[config.mk]
export PLATFORM = sky130hd
export DESIGN_NAME = custom_microstep_current_ref
export DESIGN_NICKNAME = d
export VERILOG_FILES = /design/src/cmcr_pkg.sv /design/src/custom_microstep_current_ref.sv
export SDC_FILE = /design/constraint.sdc
export NUM_CORES = 1
export LEC_CHECK = 0
export BUFFER_PORTS_ARGS = -buffer_cell sky130_fd_sc_hd__buf_2
export CORE_MARGIN = 4
export CORE_UTILIZATION = 50
export DETAILED_ROUTE_END_ITERATION = 7
export PLACE_DENSITY = 0.65
export SLEW_MARGIN = 10
export SYNTH_ARGS = -nofsm -noshare
export SYNTH_HDL_FRONTEND = slang
export SYNTH_SLANG_ARGS = --single-unit
[constraint.sdc]
create_clock -name CLK -period 17.7 [get_ports CLK]
set_input_delay 2.655 -clock CLK [delete_from_list [all_inputs] [get_ports CLK]]
set_output_delay 2.655 -clock CLK [all_outputs]
set_load 0.005 [all_outputs]
[src/cmcr_pkg.sv]
// constants and types for the custom microstep current reference
// assumes a single 125 MHz clock and an 8-bit register write port
package cmcr_pkg;
    // ----------------------------------------------------------------
    // clock and timing
    // ----------------------------------------------------------------
    localparam int CLK_HZ = 125000000;
    localparam int CLK_PERIOD_PS = 8000;
    localparam int STEP_MAX_HZ = 300000;
    localparam int STEP_MIN_HZ = 10;
    // least step interval, rounded up
    localparam int MIN_STEP_CYC = (CLK_HZ + STEP_MAX_HZ - 1) / STEP_MAX_HZ;
    // longest step interval, rounded down
    localparam int SLOW_STEP_CYC = CLK_HZ / STEP_MIN_HZ;
    localparam int OFF_TIME_NS = 7000;
    // ----------------------------------------------------------------
    // register indexes and reset values
    // ----------------------------------------------------------------
    localparam int PTS = 8;
    localparam logic [3:0] IDX_PT_LAST = 4'h7;
    localparam logic [3:0] IDX_FS = 4'h8;
    localparam logic [3:0] IDX_HOLD = 4'h9;
    localparam logic [3:0] IDX_POS_A = 4'hA;
    localparam logic [7:0] RST_PT = 8'h00;
    localparam logic [7:0] RST_FS = 8'hFF;
    localparam logic [7:0] RST_HOLD = 8'h40;
    // ----------------------------------------------------------------
    // position layout
    // ----------------------------------------------------------------
    localparam logic [9:0] HOME_POS = 10'h080;
    localparam logic [3:0] MAX_SHIFT = 4'h8;
    localparam logic [7:0] CODE_ALL = 8'hFF;
    localparam int SEG_LSB = 5;
    typedef enum logic {CHOP_DRIVE = 1'b0, CHOP_DECAY = 1'b1} chop_t;
    // built-in sine points at 1/8 spacing, 11.25 deg to 90 deg
    function automatic logic [7:0] sine_point(input logic [2:0] k);
        logic [7:0] v;
        v = 8'h00;
        case (k)
            3'h0: v = 8'h32;
            3'h1: v = 8'h62;
            3'h2: v = 8'h8E;
            3'h3: v = 8'hB4;
            3'h4: v = 8'hD4;
            3'h5: v = 8'hEC;
            3'h6: v = 8'hFA;
            3'h7: v = 8'hFF;
        endcase
        return v;
    endfunction : sine_point
endpackage : cmcr_pkg

[src/custom_microstep_current_ref.sv]
// coil current reference: indexer, profile interpolation, scaling, chop
// assumes step and trip inputs are asynchronous pins, register port is
// on CLK
// Functional notes
// - with the custom enable set, currents come from the programmed points.
// - eight point registers hold first-quadrant coil A levels at 1/8 steps.
// - points sit at 11.25 deg spacing up to 90 deg in register order.
// - the current at zero degrees is zero, giving nine points.
// - nine points are joined by straight lines into 256 quadrant values.
// - the custom waveform is always indexed at 1/256 resolution.
// - the quadrant is mirrored for all quadrants of both coils.
// - reaching the trip threshold starts decay for the off time, then drive.
// - pin mode uses full scale only; serial mode applies the two codes.
// - the torque code scales in 1/256 steps, reset all ones for 100%.
// - the hold code sets standstill current, reset giving 25.39%.
`timescale 1ns/1ps
module custom_microstep_current_ref #(
    parameter int SLOW_STEP_CYC = cmcr_pkg::SLOW_STEP_CYC,
    parameter int OFF_TIME_NS = cmcr_pkg::OFF_TIME_NS
) (
    input wire logic CLK,
    input wire logic RSTN,
    input wire logic STEP,
    input wire logic DIR,
    input wire logic [3:0] STEP_SHIFT,
    input wire logic IDX_RESET,
    input wire logic SERIAL_MODE,
    input wire logic CUSTOM_EN,
    input wire logic AUTO_EN,
    input wire logic HOLD,
    input wire logic TRIP_A,
    input wire logic TRIP_B,
    input wire logic WR_EN,
    input wire logic [3:0] WR_INDEX,
    input wire logic [7:0] WR_DATA,
    input wire logic [3:0] RD_INDEX,
    output logic [7:0] RD_DATA,
    output logic [7:0] CUR_A,
    output logic [7:0] CUR_B,
    output logic SIGN_A,
    output logic SIGN_B,
    output logic DRIVE_A,
    output logic DRIVE_B,
    output logic RATE_FAULT
);
    localparam int OFF_CYC =
        (OFF_TIME_NS * 1000 + cmcr_pkg::CLK_PERIOD_PS - 1) /
        cmcr_pkg::CLK_PERIOD_PS;
    localparam int GW = $clog2(SLOW_STEP_CYC + 1);
    localparam logic [GW-1:0] MIN_GAP = GW'(cmcr_pkg::MIN_STEP_CYC);
    localparam logic [GW-1:0] MAX_GAP = GW'(SLOW_STEP_CYC);
    localparam logic [11:0] OFF_LOAD = 12'(OFF_CYC - 1);

    // ----------------------------------------------------------------
    // registers
    // ----------------------------------------------------------------
    logic [7:0] pt_r [0:cmcr_pkg::PTS-1];
    logic [7:0] fs_r;
    logic [7:0] hold_r;
    logic [9:0] pos_r;

    always_ff @(posedge CLK or negedge RSTN) begin
        if (!RSTN) begin
            for (int i = 0; i < cmcr_pkg::PTS; i++) begin
                pt_r[i] <= cmcr_pkg::RST_PT;
            end
            fs_r <= cmcr_pkg::RST_FS;
            hold_r <= cmcr_pkg::RST_HOLD;
        end else if (WR_EN) begin
            if (WR_INDEX <= cmcr_pkg::IDX_PT_LAST) begin
                pt_r[WR_INDEX[2:0]] <= WR_DATA;
            end else if (WR_INDEX == cmcr_pkg::IDX_FS) begin
                fs_r <= WR_DATA;
            end else if (WR_INDEX == cmcr_pkg::IDX_HOLD) begin
                hold_r <= WR_DATA;
            end
        end
    end

    // unmapped indexes read as zero
    always_ff @(posedge CLK or negedge RSTN) begin
        if (!RSTN) begin
            RD_DATA <= 8'h00;
        end else if (RD_INDEX <= cmcr_pkg::IDX_PT_LAST) begin
            RD_DATA <= pt_r[RD_INDEX[2:0]];
        end else if (RD_INDEX == cmcr_pkg::IDX_FS) begin
            RD_DATA <= fs_r;
        end else if (RD_INDEX == cmcr_pkg::IDX_HOLD) begin
            RD_DATA <= hold_r;
        end else if (RD_INDEX == cmcr_pkg::IDX_POS_A) begin
            RD_DATA <= pos_r[7:0];
        end else begin
            RD_DATA <= 8'h00;
        end
    end

    // ----------------------------------------------------------------
    // step input and indexer
    // ----------------------------------------------------------------
    logic [1:0] step_sync_r;
    logic [1:0] dir_sync_r;
    logic step_prev_r;
    logic step_edge;
    logic [3:0] shift_eff;
    logic [9:0] inc;

    always_ff @(posedge CLK or negedge RSTN) begin
        if (!RSTN) begin
            step_sync_r <= 2'h0;
            dir_sync_r <= 2'h0;
            step_prev_r <= 1'h0;
        end else begin
            step_sync_r <= {step_sync_r[0], STEP};
            dir_sync_r <= {dir_sync_r[0], DIR};
            step_prev_r <= step_sync_r[1];
        end
    end

    assign step_edge = step_sync_r[1] & ~step_prev_r;
    assign shift_eff = (STEP_SHIFT > cmcr_pkg::MAX_SHIFT) ?
        cmcr_pkg::MAX_SHIFT : STEP_SHIFT;
    assign inc = 10'h001 << shift_eff;

    // position always counts in 1/256 units so coarse modes still land on it
    always_ff @(posedge CLK or negedge RSTN) begin
        if (!RSTN) begin
            pos_r <= cmcr_pkg::HOME_POS;
        end else if (IDX_RESET) begin
            pos_r <= cmcr_pkg::HOME_POS;
        end else if (step_edge) begin
            pos_r <= dir_sync_r[1] ? pos_r + inc : pos_r - inc;
        end
    end

    // ----------------------------------------------------------------
    // step rate monitor
    // ----------------------------------------------------------------
    logic [GW-1:0] gap_r;
    logic seen_r;

    always_ff @(posedge CLK or negedge RSTN) begin
        if (!RSTN) begin
            gap_r <= '0;
            seen_r <= 1'h0;
            RATE_FAULT <= 1'h0;
        end else if (step_edge) begin
            gap_r <= '0;
            seen_r <= 1'h1;
            RATE_FAULT <= seen_r & (CUSTOM_EN | AUTO_EN) &
                (gap_r < MIN_GAP);
        end else if (gap_r != MAX_GAP) begin
            gap_r <= gap_r + 1'b1;
        end else if (AUTO_EN & seen_r) begin
            RATE_FAULT <= 1'h1;
        end
    end

    // ----------------------------------------------------------------
    // profile points and interpolation
    // ----------------------------------------------------------------
    logic [7:0] ytab [0:cmcr_pkg::PTS];
    assign ytab[0] = 8'h00;
    for (genvar k = 0; k < cmcr_pkg::PTS; k++) begin : g_pts
        assign ytab[k+1] = CUSTOM_EN ? pt_r[k] :
            cmcr_pkg::sine_point(3'(k));
    end

    // mirroring: odd quadrants read the table backwards, coil b is the
    // complement of coil a
    logic [1:0] quad;
    logic [7:0] qpos [0:1];
    logic [1:0] sign;
    assign quad = pos_r[9:8];
    assign qpos[0] = quad[0] ? ~pos_r[7:0] : pos_r[7:0];
    assign qpos[1] = ~qpos[0];
    assign sign[0] = ~quad[1];
    assign sign[1] = ~(quad[1] ^ quad[0]);

    // serial mode picks a code, pin mode runs at the bare reference
    logic [7:0] code;
    assign code = !SERIAL_MODE ? cmcr_pkg::CODE_ALL :
        (HOLD ? hold_r : fs_r);

    logic [1:0] trip_in;
    logic [1:0] drive;
    logic [7:0] cur [0:1];
    logic [7:0] mag [0:1];
    assign trip_in = {TRIP_B, TRIP_A};

    for (genvar c = 0; c < 2; c++) begin : g_coil
        logic [2:0] seg;
        logic [4:0] frac;
        logic [7:0] lo;
        logic [7:0] hi;
        logic [12:0] span;
        logic [15:0] prod;
        logic [1:0] trip_sync_r;
        logic [11:0] off_r;
        cmcr_pkg::chop_t chop_r;

        assign seg = qpos[c][7:cmcr_pkg::SEG_LSB];
        assign frac = qpos[c][cmcr_pkg::SEG_LSB-1:0];
        assign lo = ytab[seg];
        assign hi = ytab[4'(seg) + 4'h1];
        // result stays between lo and hi, so eight bits never overflow
        assign span = (hi >= lo) ? 13'(hi - lo) * 13'(frac) :
            13'(lo - hi) * 13'(frac);
        assign mag[c] = (hi >= lo) ?
            lo + span[12:cmcr_pkg::SEG_LSB] :
            lo - span[12:cmcr_pkg::SEG_LSB];
        assign prod = 16'(mag[c]) * (16'(code) + 16'h0001);

        always_ff @(posedge CLK or negedge RSTN) begin
            if (!RSTN) begin
                cur[c] <= 8'h00;
            end else begin
                cur[c] <= prod[15:8];
            end
        end

        always_ff @(posedge CLK or negedge RSTN) begin
            if (!RSTN) begin
                trip_sync_r <= 2'h0;
            end else begin
                trip_sync_r <= {trip_sync_r[0], trip_in[c]};
            end
        end

        always_ff @(posedge CLK or negedge RSTN) begin
            if (!RSTN) begin
                chop_r <= cmcr_pkg::CHOP_DRIVE;
                off_r <= 12'h000;
            end else begin
                unique case (chop_r)
                    cmcr_pkg::CHOP_DRIVE: begin
                        if (trip_sync_r[1]) begin
                            chop_r <= cmcr_pkg::CHOP_DECAY;
                            off_r <= OFF_LOAD;
                        end
                    end
                    cmcr_pkg::CHOP_DECAY: begin
                        if (off_r == 12'h000) begin
                            chop_r <= cmcr_pkg::CHOP_DRIVE;
                        end else begin
                            off_r <= off_r - 12'h001;
                        end
                    end
                endcase
            end
        end

        assign drive[c] = (chop_r == cmcr_pkg::CHOP_DRIVE);

    end

    assign CUR_A = cur[0];
    assign CUR_B = cur[1];
    assign DRIVE_A = drive[0];
    assign DRIVE_B = drive[1];

    always_ff @(posedge CLK or negedge RSTN) begin
        if (!RSTN) begin
            SIGN_A <= 1'h1;
            SIGN_B <= 1'h1;
        end else begin
            SIGN_A <= sign[0];
            SIGN_B <= sign[1];
        end
    end
endmodule : custom_microstep_current_ref

---- Word level (Yosys, flattened, before mapping) ----
Index checks and enable logic that the tools add are counted.
word-level totals
  flip-flop bits (word level) ............. 177
  output and inout bits ................... 29
  word-level logic and storage cells ...... 166
operators by class
  multipliers ............................. 6
  bitwise gates (word level) .............. 21
  $lt $le $gt $ge ......................... 13
  mux-type cells .......................... 58
  reductions and logical operators ........ 12
  eq/ne operators ......................... 11
  $add $sub $neg .......................... 16
  shift-type cells ........................ 1
operators with widths
  operator                                                               number
  8-bit 2-to-1 mux                                                       28
  8-bit binary-select mux with 4-bit select                              4
  64-bit bitwise mux                                                     1
  9-bit by 6-bit multiplier with 13-bit output                           4
  12-bit 2-to-1 mux                                                      4
  24-bit 2-to-1 mux                                                      2
  12-bit one-hot mux with 2 select lines                                 2
  8-bit by 8-bit subtractor with 9-bit output                            4
  10-bit 2-to-1 mux                                                      3
  13-bit 2-to-1 mux                                                      2
  24-bit by 1-bit adder with 24-bit output, second input constant        1
  8-bit binary-select mux with 3-bit select                              1
  8-bit demux with 3-bit select                                          1
  12-bit logical NOT                                                     2
  24-bit by 9-bit < comparator with 1-bit output, second input constant  1
  24-bit != test, second input constant                                  1
  12-bit by 1-bit subtractor with 12-bit output, second input constant   2
  4-bit equality test, second input constant                             5
  8-bit adder                                                            2
  8-bit greater-or-equal comparator                                      2
  8-bit by 16-bit multiplier with 16-bit output                          1
  8-bit by 9-bit multiplier with 16-bit output                           1
  3-bit NOT with 4-bit output                                            4
  8-bit NOT                                                              2
  other kinds (27)                                                       58

---- Longest topological paths before layout ----
  depth in word-level cells ............... 14
  gate-level depth with buffers ........... 63
  mapped depth without buffers ............ 58

---- Worst setup path after synthesis ----
No wires, ideal clock.
  path kind ............................... in2reg
  from .................................... input port CUSTOM_EN
  to ...................................... register cur (netlist bit CUR_B[7])
  cell stages on the path ................. 58
  slack ................................... 2454 ps
  arrival ................................. 15116 ps
  path buffers ............................ 7
  path through ............................ buf_2 -> buf_2 -> buf_2 -> buf_1 -> buf_1 -> clkbuf_1 -> nand3_1 -> mux4_2 -> a21o_1 -> ha_1 -> clkbuf_1 -> inv_1 -> o21bai_1 -> a21oi_1 -> o21ai_0 -> xnor2_1 -> nor2_1 -> fa_1 -> [22 not listed] -> nand2_1 -> nor2_1 -> fa_1 -> inv_1 -> fa_1 -> inv_1 -> fa_1 -> inv_1 -> fa_1 -> inv_1 -> ha_1 -> or3_1 -> o211a_1 -> o21a_1 -> o21a_1 -> nor4_1 -> a311oi_1 -> xnor2_1
between the ends
  word-level cells in the longest chain between the ends .. 10
  elaborated cells between the ends (all ways) .. 24
  those cells by class .................... 4 x add/sub; 3 x mul; 1 x order compare; 16 x mux
ends and longest elaborated chain
  what                                                             RTL line                                                                  text
  from (decl)                                                      custom_microstep_current_ref.sv:28                                        input wire logic CUSTOM_EN,
  8-bit 2-to-1 mux                                                 custom_microstep_current_ref.sv:164                                       assign ytab[k+1] = CUSTOM_EN ? pt_r[k] :
  8-bit binary-select mux with 4-bit select (on tied branches)     custom_microstep_current_ref.sv:203, custom_microstep_current_ref.sv:204
  8-bit 2-to-1 mux (on tied branches) (2 in a row)                 custom_microstep_current_ref.sv:203, custom_microstep_current_ref.sv:204
  8-bit by 8-bit subtractor with 9-bit output (on tied branches)   custom_microstep_current_ref.sv:207, custom_microstep_current_ref.sv:206
  9-bit by 6-bit multiplier with 13-bit output (on tied branches)  custom_microstep_current_ref.sv:207, custom_microstep_current_ref.sv:206
  13-bit 2-to-1 mux                                                custom_microstep_current_ref.sv:206                                       assign span = (hi >= lo) ? 13'(hi - lo) * 13'(frac) :
  8-bit subtractor or 8-bit adder (tied branches)                  custom_microstep_current_ref.sv:210, custom_microstep_current_ref.sv:209
  8-bit 2-to-1 mux (*)                                             custom_microstep_current_ref.sv:208                                       assign mag[c] = (hi >= lo) ?
  8-bit by 9-bit multiplier with 16-bit output (*)                 custom_microstep_current_ref.sv:211                                       assign prod = 16'(mag[c]) * (16'(code) + 16'h0001);
  net g_coil[1].prod[15]                                           custom_microstep_current_ref.sv:196                                       logic [15:0] prod;
  to (signal, indexed assignment)                                  custom_microstep_current_ref.sv:217                                       cur[c] <= prod[15:8];
  to (decl)                                                        custom_microstep_current_ref.sv:186                                       logic [7:0] cur [0:1];
The timed path passes the listed nets; every way through them passes the cells marked *. The select of a mux whose other input is x is not followed.
A chain may end at the register's enable or synchronous reset.

---- Worst setup path in the final report ----
Same ends and word-level chain as after synthesis.

==> results_dict.tcl <==
set metrics [dict create \
    worst_setup_path_start_kind "input pin" \
    rsz0062_at_grt "false" \
    io_pins 61 \
    drt_iter0_drc 1699 \
    maxSlewHeadroom 0.260 \
    synth_most_common_cell "inv_1" \
    place_congestion 0.996 \
    finalSetupTns_ns 0 \
    clk_latency_ns 0.48 \
    slowest_delay_ns 0.61 \
    preCtsSetupSlack_ns 1.01 \
    drv_cap 0 \
    postCtsResizedCells 0 \
    ys_types 112 \
    cts-buffers-inserted 17 \
    nets 3111 \
    fp.dieW_um 225 \
    drv_slew 0 \
    synth_seq_cells 177 \
    synth_ff_type "dfrtp_1" \
    worst_slack_ns 1.48 \
    drc 0 \
    h-tree-depth 4 \
    yosys.area.top_type "dfrtp_1" \
    fillers 4272 \
    grt_pass1_wl_um 105000 \
    dp_hpwl_um 51400 \
    core_um2 46500 \
    tightest_slew_ns 1.10 \
    setup_viol 0 \
    grt_start_max_net_pins 67 \
    die_y_um 225 \
    initial_core_util 0.505 \
    areaGrowthSynthToFinish_pct 6.08 \
    drive_above_1_share 0.119 \
    row_count 79 \
    drtPass1Iterations 6 \
    cts_tree "yes" \
    synth_area_leaders "dfrtp_1 18%, fa_1 15%, ha_1 11%" \
    clk_path_buf_depth 2 \
    worstSetupPathType "in -> reg" \
    grt_pass1_vias 19600 \
    syn_avg_cell_area_um2 8.69 \
    clkTransAtPathRegs_ns 0.06 \
    cts_root_buf "clkbuf_16" \
    synth_common_cells "351 x inv_1, 346 x nor2_1, 208 x nand2_1, 198 x ha_1, 181 x fa_1" \
    cp_max_fo 45 \
    critPathRequiredTime_ns 18.05 \
    vias 19300 \
    wl_per_cell_um 19.5 \
    max_freq_mhz 61.7 \
    grtUsageTotal 0.260 \
    antenna_found_initial 0 \
    dieArea_um2 50500 \
    globalRouteOverflowTotal 0 \
    yosysSeqAreaShare 0.189 \
    ys_warn_count 0 \
    arrival_ns 16.56 \
    async_reset_ff_frac 1.00 \
    routed_via_density 5.81 \
    cp-end-kind "register" \
    synth_top_area_frac 0.176 \
    cp_common_cell "inv_1" \
    ant_nets 0 \
    syn_inst 2701 \
    antenna_cells 0 \
    fin_crit_ns 16.22 \
    hold_buffers 0 \
    hp-class "reg -> reg" \
    status "finished clean" \
    synth-edff-count 0 \
    port_buffers 60 \
    clock_sinks 177 \
    syn_nets 3112 \
    final_cells 3320 \
    hold_viol 0 \
    crit_slowest_cell "or4_1" \
    syn-cell-area_um2 23500 \
    post_cts_buffers 0 \
    fin_worst_skew_ns 0.0156 \
    postRouteWirelength_um 64800 \
    place_inst 3288 \
    fin_crit_sh 0.916 \
]
==> area by class of cell <==
type / count / area, um^2 / area share
timing repair buffer: 94 / 564 / 0.0227
inverter: 353 / 1330 / 0.0532
clock inverter: 12 / 130 / 0.00523
multi-input combinational: 2057 / 17200 / 0.692
tap: 607 / 759 / 0.0305
sequential: 177 / 4450 / 0.179
clock buffer: 20 / 447 / 0.0179
==> logic make-up (layout without fill, tap and decap cells) <==
| logic type | Yosys count | after routing | synth area share |
|---|---|---|---|
| AND/OR/NAND/NOR | 893 | 893 | 0.177 |
| AO/OA/AOI/OAI | 417 | 417 | 0.123 |
| XOR/XNOR | 185 | 185 | 0.0727 |
| flip-flops | 177 | 177 | 0.189 |
| multiplexers | 181 | 181 | 0.0980 |
| adder cells (fa/ha/maj) | 381 | 381 | 0.261 |
| buffers and inverters | 467 | 479 | 0.0783 |
==> critical path, delay by kind of cell <==
family | cells | cell delay, ns
compound gates | 16 | 3.10
xor+xnor | 4 | 1.11
fa+ha+maj | 12 | 5.13
buf+inv | 10 | 1.47
mux | 2 | 0.34
simple gates | 13 | 2.73
==> per-layer routing <==
| metal | share of wire | up-vias | global-route usage |
|---|---|---|---|
| met2 | 0.49 | 598 | 0.437 |
| met5 | 0 | - | 0 |
| met1 | 0.43 | 9532 | 0.352 |
| met3 | 0.053 | 106 | 0.0372 |
| li1 | - | 9037 | - |
| met4 | 0.029 | 0 | 0.0787 |
==> per-stage QoR <==
stage / hold WS, ns / utilization / cell area (um^2)
floorplan: 0.331 / - / 23500
global placement: 0.334 / 0.523 / 24300
detailed placement: 0.336 / 0.523 / 24300
CTS: 0.349 / 0.536 / 24900
global route: 0.354 / 0.536 / 24900
finish: 0.347 / 0.536 / 24900
==> state kept, by name (all words and copies together) (netlist names), 4 cells and up <==
signal and count:
CUR_A 8, CUR_B 8, RD_DATA 8, hold_r 8, pt_r 64, pos_r 10
g_coil.trip_sync_r 4, g_coil.off_r 24, fs_r 8, gap_r 24
==> layout by cell type, fill, tap and decap left out, types with 58 or more instances in the layout <==
cell type  count
ha_1         198
a21oi_1      117
fa_1         181
mux2i_1       58
o21ai_0       72
xnor2_1      109
inv_1        351
dfrtp_1      164
xor2_1        65
buf_2         59
nand2_1      208
nand3_1       59
nor2_1       346
mux2_2        89
==> path summary, 6_finish.rpt <==
path	depth (start not counted)	end	slack (ns)	startpoint
setup / recovery	57	CUR_B[7]	1.48	CUSTOM_EN
hold / removal	0	dir_sync_r[1]	0.35	dir_sync_r[0]
setup reg to reg	58	CUR_B[7]	3.01	pos_r[5]
hold reg to reg	0	dir_sync_r[1]	0.35	dir_sync_r[0]
max in group asynchronous	3	RD_DATA[7]	13.56	RSTN
min in group asynchronous	1	CUR_B[0]	2.13	RSTN
Power is not shown: default switching activity piles up to over one toggle a cycle in this logic, so the estimate is an artifact.
